`src/hdl/cie_pkg.sv`:
```
// Constants, state encoding and state record of the INITIATE exchange formatter
package cie_pkg;
   // ****************************************************************
   // Bus geometry
   // ****************************************************************
   localparam int unsigned ADDR_W = 9;
   localparam int unsigned WORD_W = 16;
   localparam int unsigned REQ_WORDS = 9;
   localparam int unsigned RESP_WORDS = 8;
   // ****************************************************************
   // Register map (word index)
   // ****************************************************************
   localparam logic [8:0] REQ_BASE = 9'h000;
   localparam logic [8:0] RESP_BASE = 9'h080;
   localparam logic [8:0] CTRL_ADDR = 9'h100;
   localparam logic [8:0] STATUS_ADDR = 9'h101;
   localparam logic [8:0] MASK_ADDR = 9'h102;
   localparam logic [6:0] WORD_CODE = 7'h00;
   localparam logic [6:0] WORD_REF = 7'h01;
   localparam logic [6:0] WORD_MAXLEN = 7'h02;
   localparam logic [6:0] WORD_FEAT = 7'h03;
   localparam logic [6:0] WORD_PFEAT = 7'h04;
   localparam logic [6:0] WORD_PID = 7'h05;
   localparam logic [6:0] WORD_SRC = 7'h06;
   localparam logic [6:0] WORD_DST = 7'h07;
   localparam logic [6:0] WORD_REQ_TMO = 7'h02;
   localparam logic [6:0] WORD_REQ_DST = 7'h08;
   localparam logic [6:0] WORD_LAST = 7'h7F;
   // ****************************************************************
   // Field positions
   // ****************************************************************
   localparam int unsigned CTRL_START_BIT = 0;
   localparam int unsigned ST_DONE_BIT = 0;
   localparam int unsigned ST_FAIL_BIT = 1;
   localparam int unsigned ST_FMT_BIT = 2;
   localparam int unsigned ST_BUSY_BIT = 3;
   localparam int unsigned EVT_W = 3;
   // ****************************************************************
   // Codes and values
   // ****************************************************************
   localparam logic [15:0] REQ_CODE = 16'h1412;
   localparam logic [15:0] RESP_OK_CODE = 16'hA412;
   localparam logic [15:0] ERR_DETAIL_CODE = 16'hE482;
   localparam logic [15:0] NO_DETAIL = 16'hFFFF;
   localparam logic [15:0] EMPTY_WORD = 16'h0000;
   localparam logic [7:0] DST_FIXED = 8'h00;
   localparam logic [6:0] FDL_ADDR_MAX = 7'h7D;
   localparam logic [2:0] EVT_RESET = 3'h0;
   localparam logic [2:0] MASK_RESET = 3'h0;
   // ****************************************************************
   // State
   // ****************************************************************
   typedef enum logic [1:0] {ST_IDLE, ST_WAIT, ST_CAPTURE, ST_FINISH} cie_state_e;
   typedef struct packed {
      cie_state_e state;
      logic [REQ_WORDS-1:0][WORD_W-1:0] req;
      logic [RESP_WORDS-1:0][WORD_W-1:0] resp;
      logic res_ok;
      logic [WORD_W-1:0] res_err;
      logic [EVT_W-1:0] evt;
      logic [EVT_W-1:0] mask;
      logic start;
      logic busy;
      logic irq;
      logic [6:0] slv_addr;
      logic [WORD_W-1:0] slv_tmo;
      logic [WORD_W-1:0] rdata;
   } cie_regs_s;
endpackage

```
`src/hdl/cie_initiate_fmt.sv`:
```
// INITIATE request/response formatter with register port and interrupt
//
// Local design decision: the address-and-strobe port.
`timescale 1ns/1ns
`default_nettype none

// Summary of operation
// - Normal completion writes A412H to word 0
// - Word 1 holds address and connection reference
// - Word 2 holds maximum data unit length
// - Word 3 holds supported features
// - Word 4 holds profile supported features
// - Word 5 holds profile identifier
// - Word 6 holds source type and length
// - Word 7 holds destination type and length
// - Words after last defined read 0000H
// - Failure writes error code to word 0
// - Error E482H stores detail codes 2..4
// - Other errors store FFFFH in 2..4
module cie_initiate_fmt (
   input wire logic i_ref_clk,
   input wire logic i_rst,
   input wire logic [cie_pkg::ADDR_W-1:0] i_addr,
   input wire logic [cie_pkg::WORD_W-1:0] i_wdata,
   input wire logic i_wr,
   input wire logic i_rd,
   output logic [cie_pkg::WORD_W-1:0] o_rdata,
   output logic o_irq,
   output logic o_busy,
   output logic o_slv_start,
   output logic [6:0] o_slv_addr,
   output logic [cie_pkg::WORD_W-1:0] o_slv_timeout,
   input wire logic i_slv_done,
   input wire logic i_slv_ok,
   input wire logic [cie_pkg::WORD_W-1:0] i_slv_err_code,
   input wire logic [cie_pkg::WORD_W-1:0] i_slv_detail1,
   input wire logic [cie_pkg::WORD_W-1:0] i_slv_detail2,
   input wire logic [cie_pkg::WORD_W-1:0] i_slv_detail3,
   input wire logic [7:0] i_slv_comm_ref,
   input wire logic [cie_pkg::WORD_W-1:0] i_slv_max_len,
   input wire logic [cie_pkg::WORD_W-1:0] i_slv_features,
   input wire logic [cie_pkg::WORD_W-1:0] i_slv_prof_features,
   input wire logic [cie_pkg::WORD_W-1:0] i_slv_prof_ident,
   input wire logic [cie_pkg::WORD_W-1:0] i_slv_src_type_len,
   input wire logic [cie_pkg::WORD_W-1:0] i_slv_dst_type_len
);
   import cie_pkg::*;

   cie_regs_s r;
   cie_regs_s next_r;

   // ****************************************************************
   // Address decode and detail fill helpers
   // ****************************************************************
   function automatic logic in_req(input logic [ADDR_W-1:0] a);
      in_req = (a[8:7] == REQ_BASE[8:7]);
   endfunction

   function automatic logic in_resp(input logic [ADDR_W-1:0] a);
      in_resp = (a[8:7] == RESP_BASE[8:7]);
   endfunction

   function automatic logic [WORD_W-1:0] detail_or_none(input logic [WORD_W-1:0] err,
                                                         input logic [WORD_W-1:0] det);
      detail_or_none = (err == ERR_DETAIL_CODE) ? det : NO_DETAIL;
   endfunction

   logic [EVT_W-1:0] set_evt;
   logic fmt_bad;

   // ****************************************************************
   // Next state
   // ****************************************************************
   always_comb begin
      next_r = r;
      set_evt = '0;
      fmt_bad = 1'b0;
      next_r.start = 1'b0;
      // Register writes
      if (i_wr) begin
         if (in_req(i_addr)) begin
            if (i_addr[6:0] < 7'(REQ_WORDS)) begin
               next_r.req[i_addr[3:0]] = i_wdata;
            end else if (i_wdata != EMPTY_WORD) begin
               fmt_bad = 1'b1;
            end
         end else if (i_addr == MASK_ADDR) begin
            next_r.mask = i_wdata[EVT_W-1:0];
         end
      end
      // Sequencer
      case (r.state)
         ST_IDLE: begin
            if (i_wr && i_addr == CTRL_ADDR && i_wdata[CTRL_START_BIT]) begin
               if (r.req[WORD_REQ_DST[3:0]][7:0] != DST_FIXED) begin
                  fmt_bad = 1'b1;
               end
               if (r.req[WORD_REQ_DST[3:0]][15:8] != DST_FIXED) begin
                  fmt_bad = 1'b1;
               end
               if (r.req[WORD_REF[3:0]][15:7] != '0 ||
                   r.req[WORD_REF[3:0]][6:0] > FDL_ADDR_MAX) begin
                  fmt_bad = 1'b1;
               end
               if (r.req[WORD_CODE[3:0]] != REQ_CODE) begin
                  fmt_bad = 1'b1;
               end
               next_r.slv_addr = r.req[WORD_REF[3:0]][6:0];
               next_r.slv_tmo = r.req[WORD_REQ_TMO[3:0]];
               next_r.start = 1'b1;
               next_r.busy = 1'b1;
               next_r.state = ST_WAIT;
            end
         end
         ST_WAIT: begin
            if (i_slv_done) begin
               next_r.res_ok = i_slv_ok;
               next_r.res_err = i_slv_err_code;
               // Word 1 identical for both outcomes
               next_r.resp[WORD_REF[2:0]] = {i_slv_comm_ref, 1'b0, r.slv_addr};
               if (i_slv_ok) begin
                  next_r.resp[WORD_MAXLEN[2:0]] = i_slv_max_len;
                  next_r.resp[WORD_FEAT[2:0]] = i_slv_features;
                  next_r.resp[WORD_PFEAT[2:0]] = i_slv_prof_features;
                  next_r.resp[WORD_PID[2:0]] = i_slv_prof_ident;
                  next_r.resp[WORD_SRC[2:0]] = i_slv_src_type_len;
                  next_r.resp[WORD_DST[2:0]] = i_slv_dst_type_len;
               end else begin
                  next_r.resp[WORD_MAXLEN[2:0]] = detail_or_none(i_slv_err_code,
                                                                 i_slv_detail1);
                  next_r.resp[WORD_FEAT[2:0]] = detail_or_none(i_slv_err_code,
                                                               i_slv_detail2);
                  next_r.resp[WORD_PFEAT[2:0]] = detail_or_none(i_slv_err_code,
                                                                i_slv_detail3);
                  next_r.resp[WORD_PID[2:0]] = EMPTY_WORD;
                  next_r.resp[WORD_SRC[2:0]] = EMPTY_WORD;
                  next_r.resp[WORD_DST[2:0]] = EMPTY_WORD;
               end
               next_r.state = ST_CAPTURE;
            end
         end
         ST_CAPTURE: begin
            // Result code goes in last so word 0 marks a complete area
            next_r.resp[WORD_CODE[2:0]] = r.res_ok ? RESP_OK_CODE : r.res_err;
            next_r.state = ST_FINISH;
         end
         ST_FINISH: begin
            set_evt[ST_DONE_BIT] = 1'b1;
            set_evt[ST_FAIL_BIT] = ~r.res_ok;
            next_r.busy = 1'b0;
            next_r.state = ST_IDLE;
         end
         default: begin
            next_r.state = ST_IDLE;
         end
      endcase
      set_evt[ST_FMT_BIT] = fmt_bad;
      // Sticky events: read clears, a new event wins
      if (i_rd && i_addr == STATUS_ADDR) begin
         next_r.evt = set_evt;
      end else begin
         next_r.evt = r.evt | set_evt;
      end
      next_r.irq = |(next_r.evt & next_r.mask);
      // Read data, one cycle after the strobe
      next_r.rdata = EMPTY_WORD;
      if (i_rd) begin
         if (in_req(i_addr)) begin
            if (i_addr[6:0] < 7'(REQ_WORDS)) begin
               next_r.rdata = r.req[i_addr[3:0]];
            end
         end else if (in_resp(i_addr)) begin
            if (i_addr[6:0] < 7'(RESP_WORDS)) begin
               next_r.rdata = r.resp[i_addr[2:0]];
            end else begin
               next_r.rdata = EMPTY_WORD;
            end
         end else if (i_addr == STATUS_ADDR) begin
            next_r.rdata = {12'h000, r.busy, r.evt};
         end else if (i_addr == MASK_ADDR) begin
            next_r.rdata = {13'h0000, r.mask};
         end
      end
   end

   // ****************************************************************
   // State register
   // ****************************************************************
   always_ff @(posedge i_ref_clk) begin
      if (i_rst) begin
         r.state <= ST_IDLE;
         r.req <= '0;
         r.resp <= '0;
         r.res_ok <= 1'b0;
         r.res_err <= EMPTY_WORD;
         r.evt <= EVT_RESET;
         r.mask <= MASK_RESET;
         r.start <= 1'b0;
         r.busy <= 1'b0;
         r.irq <= 1'b0;
         r.slv_addr <= 7'h00;
         r.slv_tmo <= EMPTY_WORD;
         r.rdata <= EMPTY_WORD;
      end else begin
         r <= next_r;
      end
   end

   assign o_rdata = r.rdata;
   assign o_irq = r.irq;
   assign o_busy = r.busy;
   assign o_slv_start = r.start;
   assign o_slv_addr = r.slv_addr;
   assign o_slv_timeout = r.slv_tmo;
endmodule

`default_nettype wire

```
`config.mk`:
```
export PLATFORM = sky130hd
export DESIGN_NAME = cie_initiate_fmt
export DESIGN_NICKNAME = d
export VERILOG_FILES = /design/src/hdl/cie_pkg.sv /design/src/hdl/cie_initiate_fmt.sv
export SDC_FILE = /design/constraint.sdc
export NUM_CORES = 1
export LEC_CHECK = 0
export ABC_CLOCK_PERIOD_IN_PS = 2500
export BUFFER_PORTS_ARGS = -buffer_cell sky130_fd_sc_hd__buf_2
export CORE_MARGIN = 4
export CORE_UTILIZATION = 38
export CTS_CLUSTER_SIZE = 14
export DETAILED_ROUTE_END_ITERATION = 16
export GPL_TIMING_DRIVEN = 0
export PLACE_DENSITY = 0.58
export SLEW_MARGIN = 20
export SYNTH_ARGS = -nofsm -noshare
export SYNTH_HDL_FRONTEND = slang
export SYNTH_SLANG_ARGS = --single-unit
```
`constraint.sdc`:
```
create_clock -name i_ref_clk -period 2.5 [get_ports i_ref_clk]
set_clock_uncertainty 0.15 [all_clocks]
set_input_delay 0.375 -clock i_ref_clk [delete_from_list [all_inputs] [get_ports i_ref_clk]]
set_output_delay 0.375 -clock i_ref_clk [all_outputs]
set_load 0.005 [all_outputs]
```
# Word level (Yosys, flattened, before mapping)
# Index checks and enable logic that the tools add are counted.
# op_classes
order_cmp,6
n_eq_ne,11
mux,38
bitwise_logic,5
n_reduce_logical,20
# ops
cell,count
2-to-1 mux 16 bit,11
bitwise mux 144 bit,1
2-to-1 mux 96 bit,1
binary-select mux 16 bit (select 4 bit),1
demux 16 bit (select 4 bit),1
binary-select mux 16 bit (select 3 bit),1
== test 9 bit (second input constant),3
== test 16 bit (second input constant),1
inequality test 16 x 13 -> 1 bit (second input constant),1
nonzero test 16 bit,1
nonzero test 8 bit,2
2-to-1 mux 3 bit,5
< comparator 7 x 4 -> 1 bit (second input constant),2
2-to-1 mux 1 bit,10
nonzero test 9 bit,1
2-to-1 mux 2 bit,4
one-hot mux 2 bit (4 select lines),1
AND reduction 2 bit,4
> comparator 7 bit (second input constant),1
< comparator 4 x 5 -> 1 bit (second input constant),1
== test 2 x 1 -> 1 bit (second input constant),2
== test 2 bit (second input constant),2
greater-or-equal comparator 4 x 1 -> 1 bit (second input constant),1
logical AND 1 bit,4
other kinds (13),18
# totals
register_bits,338
in_bits,199
output_inout_bits,42
elab_cells,108

# Depth between registers and ports, before layout
# Gate-level depths: netlist of the first run.
# depth
word_depth,15
depth_mapped,9
ltp_nobuf,6

# Least setup slack after synthesis of the first run
# OpenSTA, ideal clock, no wires.
# synth_path
kind,in2reg
from,in i_addr[3] (netlist bit)
to,reg r (netlist bit o_irq)
setup_ns,0.117
arrival_time_ns,2.031
t_required_ns,2.233
slack_ns,0.203
stages,6
n_path_buf,1
path_cell_list,buf_6 or4_4 or4_4 a21oi_1 o22ai_1 a22o_1
# synth_via
elab_chain_cells,14
# synth_lines
item,line,text
start: declaration,cie_initiate_fmt.sv:23,"input wire logic [cie_pkg::ADDR_W-1:0] i_addr,"
< comparator 7 x 4 -> 1 bit,cie_initiate_fmt.sv:82,if (i_addr[6:0] < 7'(REQ_WORDS)) begin
2-to-1 mux 1 bit,cie_initiate_fmt.sv:82,
2-to-1 mux 1 bit,cie_initiate_fmt.sv:81,if (in_req(i_addr)) begin
2-to-1 mux 1 bit,cie_initiate_fmt.sv:80,if (i_wr) begin
2-to-1 mux 1 bit,cie_initiate_fmt.sv:95,if (r.req[WORD_REQ_DST[3:0]][7:0] != DST_FIXED) begin
2-to-1 mux 1 bit,cie_initiate_fmt.sv:98,if (r.req[WORD_REQ_DST[3:0]][15:8] != DST_FIXED) begin
2-to-1 mux 1 bit,cie_initiate_fmt.sv:101,if (r.req[WORD_REF[3:0]][15:7] != '0 ||
2-to-1 mux 1 bit,cie_initiate_fmt.sv:105,if (r.req[WORD_CODE[3:0]] != REQ_CODE) begin
2-to-1 mux 1 bit,cie_initiate_fmt.sv:94,if (i_wr && i_addr == CTRL_ADDR && i_wdata[CTRL_START_BIT]) begin
2-to-1 mux 1 bit,cie_initiate_fmt.sv:92,case (r.state)
OR 3 bit,cie_initiate_fmt.sv:162,next_r.evt = r.evt | set_evt;
2-to-1 mux 3 bit,cie_initiate_fmt.sv:159,if (i_rd && i_addr == STATUS_ADDR) begin
AND 3 bit *,cie_initiate_fmt.sv:164,next_r.irq = |(next_r.evt & next_r.mask);
OR reduction 3 bit *,cie_initiate_fmt.sv:164,
end signal: assignment,cie_initiate_fmt.sv:205,r <= next_r;
end: declaration,cie_initiate_fmt.sv:49,cie_regs_s r;
# Every way passes the cells marked *; elsewhere a longest branch is shown, timed or not.
# A chain may end at the register's enable or synchronous reset.

# Worst setup path in the final report of the first run
# layout_path
from,in i_addr[1] (netlist bit)
to,reg r (netlist bit o_rdata[10])
# layout_via
elab_chain_cells,5
# layout_lines
item,line,text
"parallel branches: the longest is 4 deep, another holds < comparator 7 x 4 -> 1 bit",n/a,
2-to-1 mux 16 bit *,cie_initiate_fmt.sv:168,if (in_req(i_addr)) begin
# Mark *: on every way between the ends. The select of a mux whose other input is x is not followed.

==> impl_metrics.ini, run 1 <==
[drt]
wirelength_microns = 53300
dr.first_iter.drc_count = 1153
met1_length_microns = 22600
drc_errors = 0
wl_met3_microns = 3340
via_per_inst = 5.40
top_layer = met5
dr.pass1.iters = 6
wl_met2_microns = 25500
postRouteAntennaNets = 0
avgRoutedWirePerCell_microns = 21.7
vias = 13300

[floorplan]
core_area_sq_um = 38600
dieHeight_microns = 206
start_util = 0.385
die_w_microns = 206
io_pins = 241
die_area_sq_um = 42300
rows = 72

[global_route]
grt_pass1_vias = 13100
grt_pass1_wl_microns = 79000
grt_util_all_layers = 0.246
grt_overflow_total = 0
grt_antenna_before_repair = 2
grt_max_degree = 14

[synthesis]
synth_fa_ha_area_frac = 0.00421
synth-simple-area-share = 0.159
synth_top_family_by_area = multiplexers
ys_ff_latch = 338
syn_nets = 1791
synth_cell_type_count = 48
synth_area_leader_cell = dfxtp_1
ys.flop_type = dfxtp_1
synth_xor_xnor_area_share = 0
synth_top_area_frac = 0.455
async_flop_share = 0
yosysSeqAreaShare = 0.455
synth-edff-count = 0
synthMuxAreaShare = 0.207
avgSynthCellArea_sq_um = 9.37
netlist_area_sq_um = 14900
synth_compound_area_frac = 0.112
yosys_warnings = 0
netlist_instances = 1587
yosys-top-cells-area = dfxtp_1 (46%), mux2i_1 (10%), mux4_2 (9.5%)

[timing]
setup_viol = 0
fmax_mhz = 407
timing.final.ws_setup_ns = 0.0435
relSlewSlack = 0.397
period_share = 0.983
rsz0062_at_grt = false
fin_hold_ws_ns = 0.0133
worstMarginPinSlew_ns = 0.904
setup_tns_ns = 0
min_period_ns = 2.46
slew_viol_final = 0
hold_viol = 0

[cells_and_area]
final_nets = 2113
syn_to_final_growth_pct = 24.5
stdcell_count = 2455
final_common_cell = dfxtp_1
mostFrequentLayoutCells = dfxtp_1 (338), buf_2 (242), nand2_1 (232), a21oi_1 (197), nor2_1 (173)
drive_gt1_frac = 0.225
final_util = 0.479
fillCellCount = 3741
finalInstanceArea_sq_um = 18500

[pwr]
powerDensity_nw_per_um2 = 712
p_total_mw = 13.2
p_leak_nw = 7.28
ir_drop_mv = 0.393

[critical_path]
critPathRequiredTime_ns = 2.72
worstPathMaxFanout = 10
arrival_ns = 2.68
cp-start-kind = input port
endpoint_kind = flop
path_class = input port to flop

[min_path]
hold_class = input port to flop

[place]
placed_cell_area_sq_um = 16600
pre_cts_ws_ns = -0.933
place.gp.congestion = 0.901
dp_hpwl_microns = 40600
dp.cells = 2327
port_buffers = 222

[clock_network]
ctsHtreeMaxLevel = 2
postCtsSetupBuffers = 0
clock_path_buffers = 3
clk_latency_ns = 0.55
cts_buffers = 37
clock_sinks = 338
clkSlewWorstSetupHoldPaths_ns = 0.06
cts_tree = yes
cts_root_buf = clkbuf_16

[run_status]
status = completed

[run]
drv_cap = 0
==> report_power, final <==
group,switching [mW],internal [mW]
Sequential,0.159,5.65
Clock,2.28,3.30
Combinational,1.15,0.640
==> cells in the mapped netlist, types with 4 or more instances <==
cell type and count:
mux2i_1 155, o221ai_1 48, nor4_1 12, o211ai_1 4, nand2b_1 6, nor2b_1 14
nor4b_1 5, nand3_1 66, mux2_2 9, nor2_1 173, buf_4 43, buf_1 8
buf_6 4, clkbuf_1 108, o22ai_1 18, dfxtp_1 338, a21oi_1 197, buf_2 22
nand2_1 232, ha_1 5, mux4_2 63, inv_1 8, nand4_1 7
==> cell type report <==
class,count,area (sq um),share of cell area
Timing Repair Buffer,283,1720,0.0930
Sequential cell,338,6770,0.366
Tap cell,518,648,0.0350
Antenna cell,1,2.50,0.000135
Inverter,8,30.0,0.00162
Clock inverter,8,91.3,0.00493
Buffer,185,940,0.0508
Clock buffer,58,1160,0.0625
Multi-Input combinational cell,1056,7160,0.387
==> kinds of logic (layout without fill, tap and decap cells) <==
logic type,count (synthesis),in the layout
fa+ha+maj,5,5
flops,338,338
other cells,0,1
simple gates,543,543
compound gates,281,281
mux,227,227
buf+inv,193,542
==> path summary, 6_finish.rpt <==
check	from	endpoint	slack [ns]	cells past startpoint
worst max-delay path	i_addr[1]	o_rdata[10]	0.04	7
worst max register to register	r[338]	r[148]	0.20	7
worst min-delay path	i_slv_prof_ident[15]	r[160]	0.01	3
worst min register to register	o_slv_timeout[0]	o_slv_timeout[0]	0.30	2
==> routing by layer <==
layer | vias to the layer above | GRT usage
li1 | 6204 | -
met1 | 6446 | 0.323
met2 | 512 | 0.413
met3 | 103 | 0.0388
met4 | 2 | 0.0856
met5 | - | 0
==> what timing repair did <==
action,4_1_cts,5_1_grt
endpoints found under the setup margin,28,15
hold endpoints to repair,60,1
gates resized for setup,5,6
hold buffers,60,1
==> worst max-delay path, stage by stage <==
cell	delay (ns)
buf_2	0.28
buf_4	0.30
buf_2	0.39
buf_2	0.38
mux4_2	0.37
mux2i_1	0.35
o22ai_1	0.21
==> sequential cells by signal (all words and copies together), names as in the netlist <==
| register | flops |
|---|---|
| o_slv_start | 1 |
| o_irq | 1 |
| r | 296 |
| o_slv_timeout | 16 |
| o_rdata | 16 |
| o_slv_addr | 7 |
| o_busy | 1 |
(Power assumes the default switching activity.)
==> run 2, diff against run 1 <==
--- a/config.mk
+++ b/config.mk
@@ -5,14 +5,15 @@
 export SDC_FILE = /design/constraint.sdc
 export NUM_CORES = 1
 export LEC_CHECK = 0
-export ABC_CLOCK_PERIOD_IN_PS = 2500
 export BUFFER_PORTS_ARGS = -buffer_cell sky130_fd_sc_hd__buf_2
+export CELL_PAD_IN_SITES_DETAIL_PLACEMENT = 0
+export CELL_PAD_IN_SITES_GLOBAL_PLACEMENT = 1
 export CORE_MARGIN = 4
 export CORE_UTILIZATION = 38
 export CTS_CLUSTER_SIZE = 14
 export DETAILED_ROUTE_END_ITERATION = 16
 export GPL_TIMING_DRIVEN = 0
-export PLACE_DENSITY = 0.58
+export PLACE_DENSITY = 0.73
 export SLEW_MARGIN = 20
 export SYNTH_ARGS = -nofsm -noshare
 export SYNTH_HDL_FRONTEND = slang
==> impl_metrics.ini, run 2 (same netlist as run 1, synthesis figures left out) <==
[pwr]
p_leak_nw = 7.28
powerDensity_nw_per_um2 = 703
p_total_mw = 13.0
ir_drop_mv = 0.414

[clock_network]
clk_latency_ns = 0.53
clock_sinks = 338
ctsHtreeMaxLevel = 2
cts_buffers = 38
clock_path_buffers = 3
cts_tree = yes
clkSlewWorstSetupHoldPaths_ns = 0.06
cts_root_buf = clkbuf_16
postCtsSetupBuffers = 0

[global_route]
grt_max_degree = 13
grt_overflow_total = 0
grt_pass1_wl_microns = 78400
grt_util_all_layers = 0.246
grt_antenna_before_repair = 2
grt_pass1_vias = 13100

[drt]
dr.first_iter.drc_count = 1043
wirelength_microns = 53400
postRouteAntennaNets = 0
drc_errors = 0
vias = 13200
dr.pass1.iters = 7
via_per_inst = 5.36
avgRoutedWirePerCell_microns = 21.7

[floorplan]
start_util = 0.385
die_w_microns = 206
core_area_sq_um = 38600
dieHeight_microns = 206
rows = 72
die_area_sq_um = 42300
io_pins = 241

[timing]
period_share = 0.956
hold_viol = 0
slew_viol_final = 0
fin_hold_ws_ns = 0.0167
fmax_mhz = 418
timing.final.ws_setup_ns = 0.109
worstMarginPinSlew_ns = 0.959
relSlewSlack = 0.361
rsz0062_at_grt = false
setup_viol = 0
min_period_ns = 2.39

[run_status]
status = completed

[critical_path]
critPathRequiredTime_ns = 2.73
reg2reg_depth = 7
worstPathMaxFanout = 10
path_class = input port to flop
worstSetupStartpoint = i_addr[1]
endpoint_kind = flop
r2r-start = r[338]
cp-start-kind = input port
arrival_ns = 2.62

[cells_and_area]
stdcell_count = 2458
finalInstanceArea_sq_um = 18500
fillCellCount = 3786
final_common_cell = dfxtp_1
drive_gt1_frac = 0.223
final_nets = 2119
largest-register = r
largest_reg_flops = 296
mostFrequentLayoutCells = dfxtp_1 (338), buf_2 (241), nand2_1 (232), a21oi_1 (197), nor2_1 (172)
syn_to_final_growth_pct = 24.7

[place]
dp.cells = 2327
port_buffers = 222
placed_cell_area_sq_um = 16600
place.gp.congestion = 0.884
dp_hpwl_microns = 40900
pre_cts_ws_ns = -0.836

[run]
drv_cap = 0

[min_path]
holdPathStages = 3
hold_start = i_slv_dst_type_len[7]
hold_class = input port to flop
==> run 2: cell count changes in the layout (fill, tap and decap cells not counted), sizes merged, moves of 3 or more <==
cell | before | now
buf | 294 | 291
clkbuf | 169 | 173
clkinv | 6 | 1
dlygate4sd3 | 61 | 67
==> run 2: metal layers <==
layer	track usage	part of all wire	vias up
met4	0.0798	0.030	0
li1	-	-	6229
met3	0.0355	0.069	81
met5	0	0	-
met1	0.336	0.43	6352
met2	0.402	0.47	509
==> run 2: timing repair <==
item                                    4_1_cts  5_1_grt
endpoints found under the hold margin        67        0
gates resized for setup                       4       11
hold buffers                                 67        0
endpoints found under the setup margin       42       86
==> run 2: final cells by class <==
type	instances	area (sq um)	share of cell area
clock buffers	60	1180	0.0635
inverters	8	30.0	0.00162
diodes	2	5.00	0.000270
plain buffers	184	940	0.0507
multi-input cells	1056	7160	0.387
repair buffers	289	1780	0.0961
well taps	518	648	0.0350
clock inverters	3	21.3	0.00115
flip-flops and latches	338	6770	0.365
==> run 2: path summary, 6_finish.rpt <==
kind	endpoint	slack, ns
max	o_rdata[11]	0.11
min	r[184]	0.02
max reg2reg	r[87]	0.20
min reg2reg	r[119]	0.30
==> run 2: where the power goes <==
part	switching [mW]	internal (mW)
Clock	2.20	3.22
Combinational	1.16	0.647
Sequential	0.157	5.65
Total	3.52	9.51
==> run 2: critical path: stages <==
cell,delay [ns]
buf_2,0.25
buf_2,0.37
clkbuf_4,0.35
buf_2,0.33
mux4_2,0.37
mux2i_1,0.37
o22ai_1,0.18
==> run 2: stage by stage <==
| step | TNS (ns) | util |
|---|---|---|
| finish | 0 | 0.480 |
| global route | 0 | 0.480 |
| CTS | 0 | 0.479 |
| detailed placement | -68.32 | 0.430 |
| global placement | -65.19 | 0.430 |
| floorplan | 0 | - |
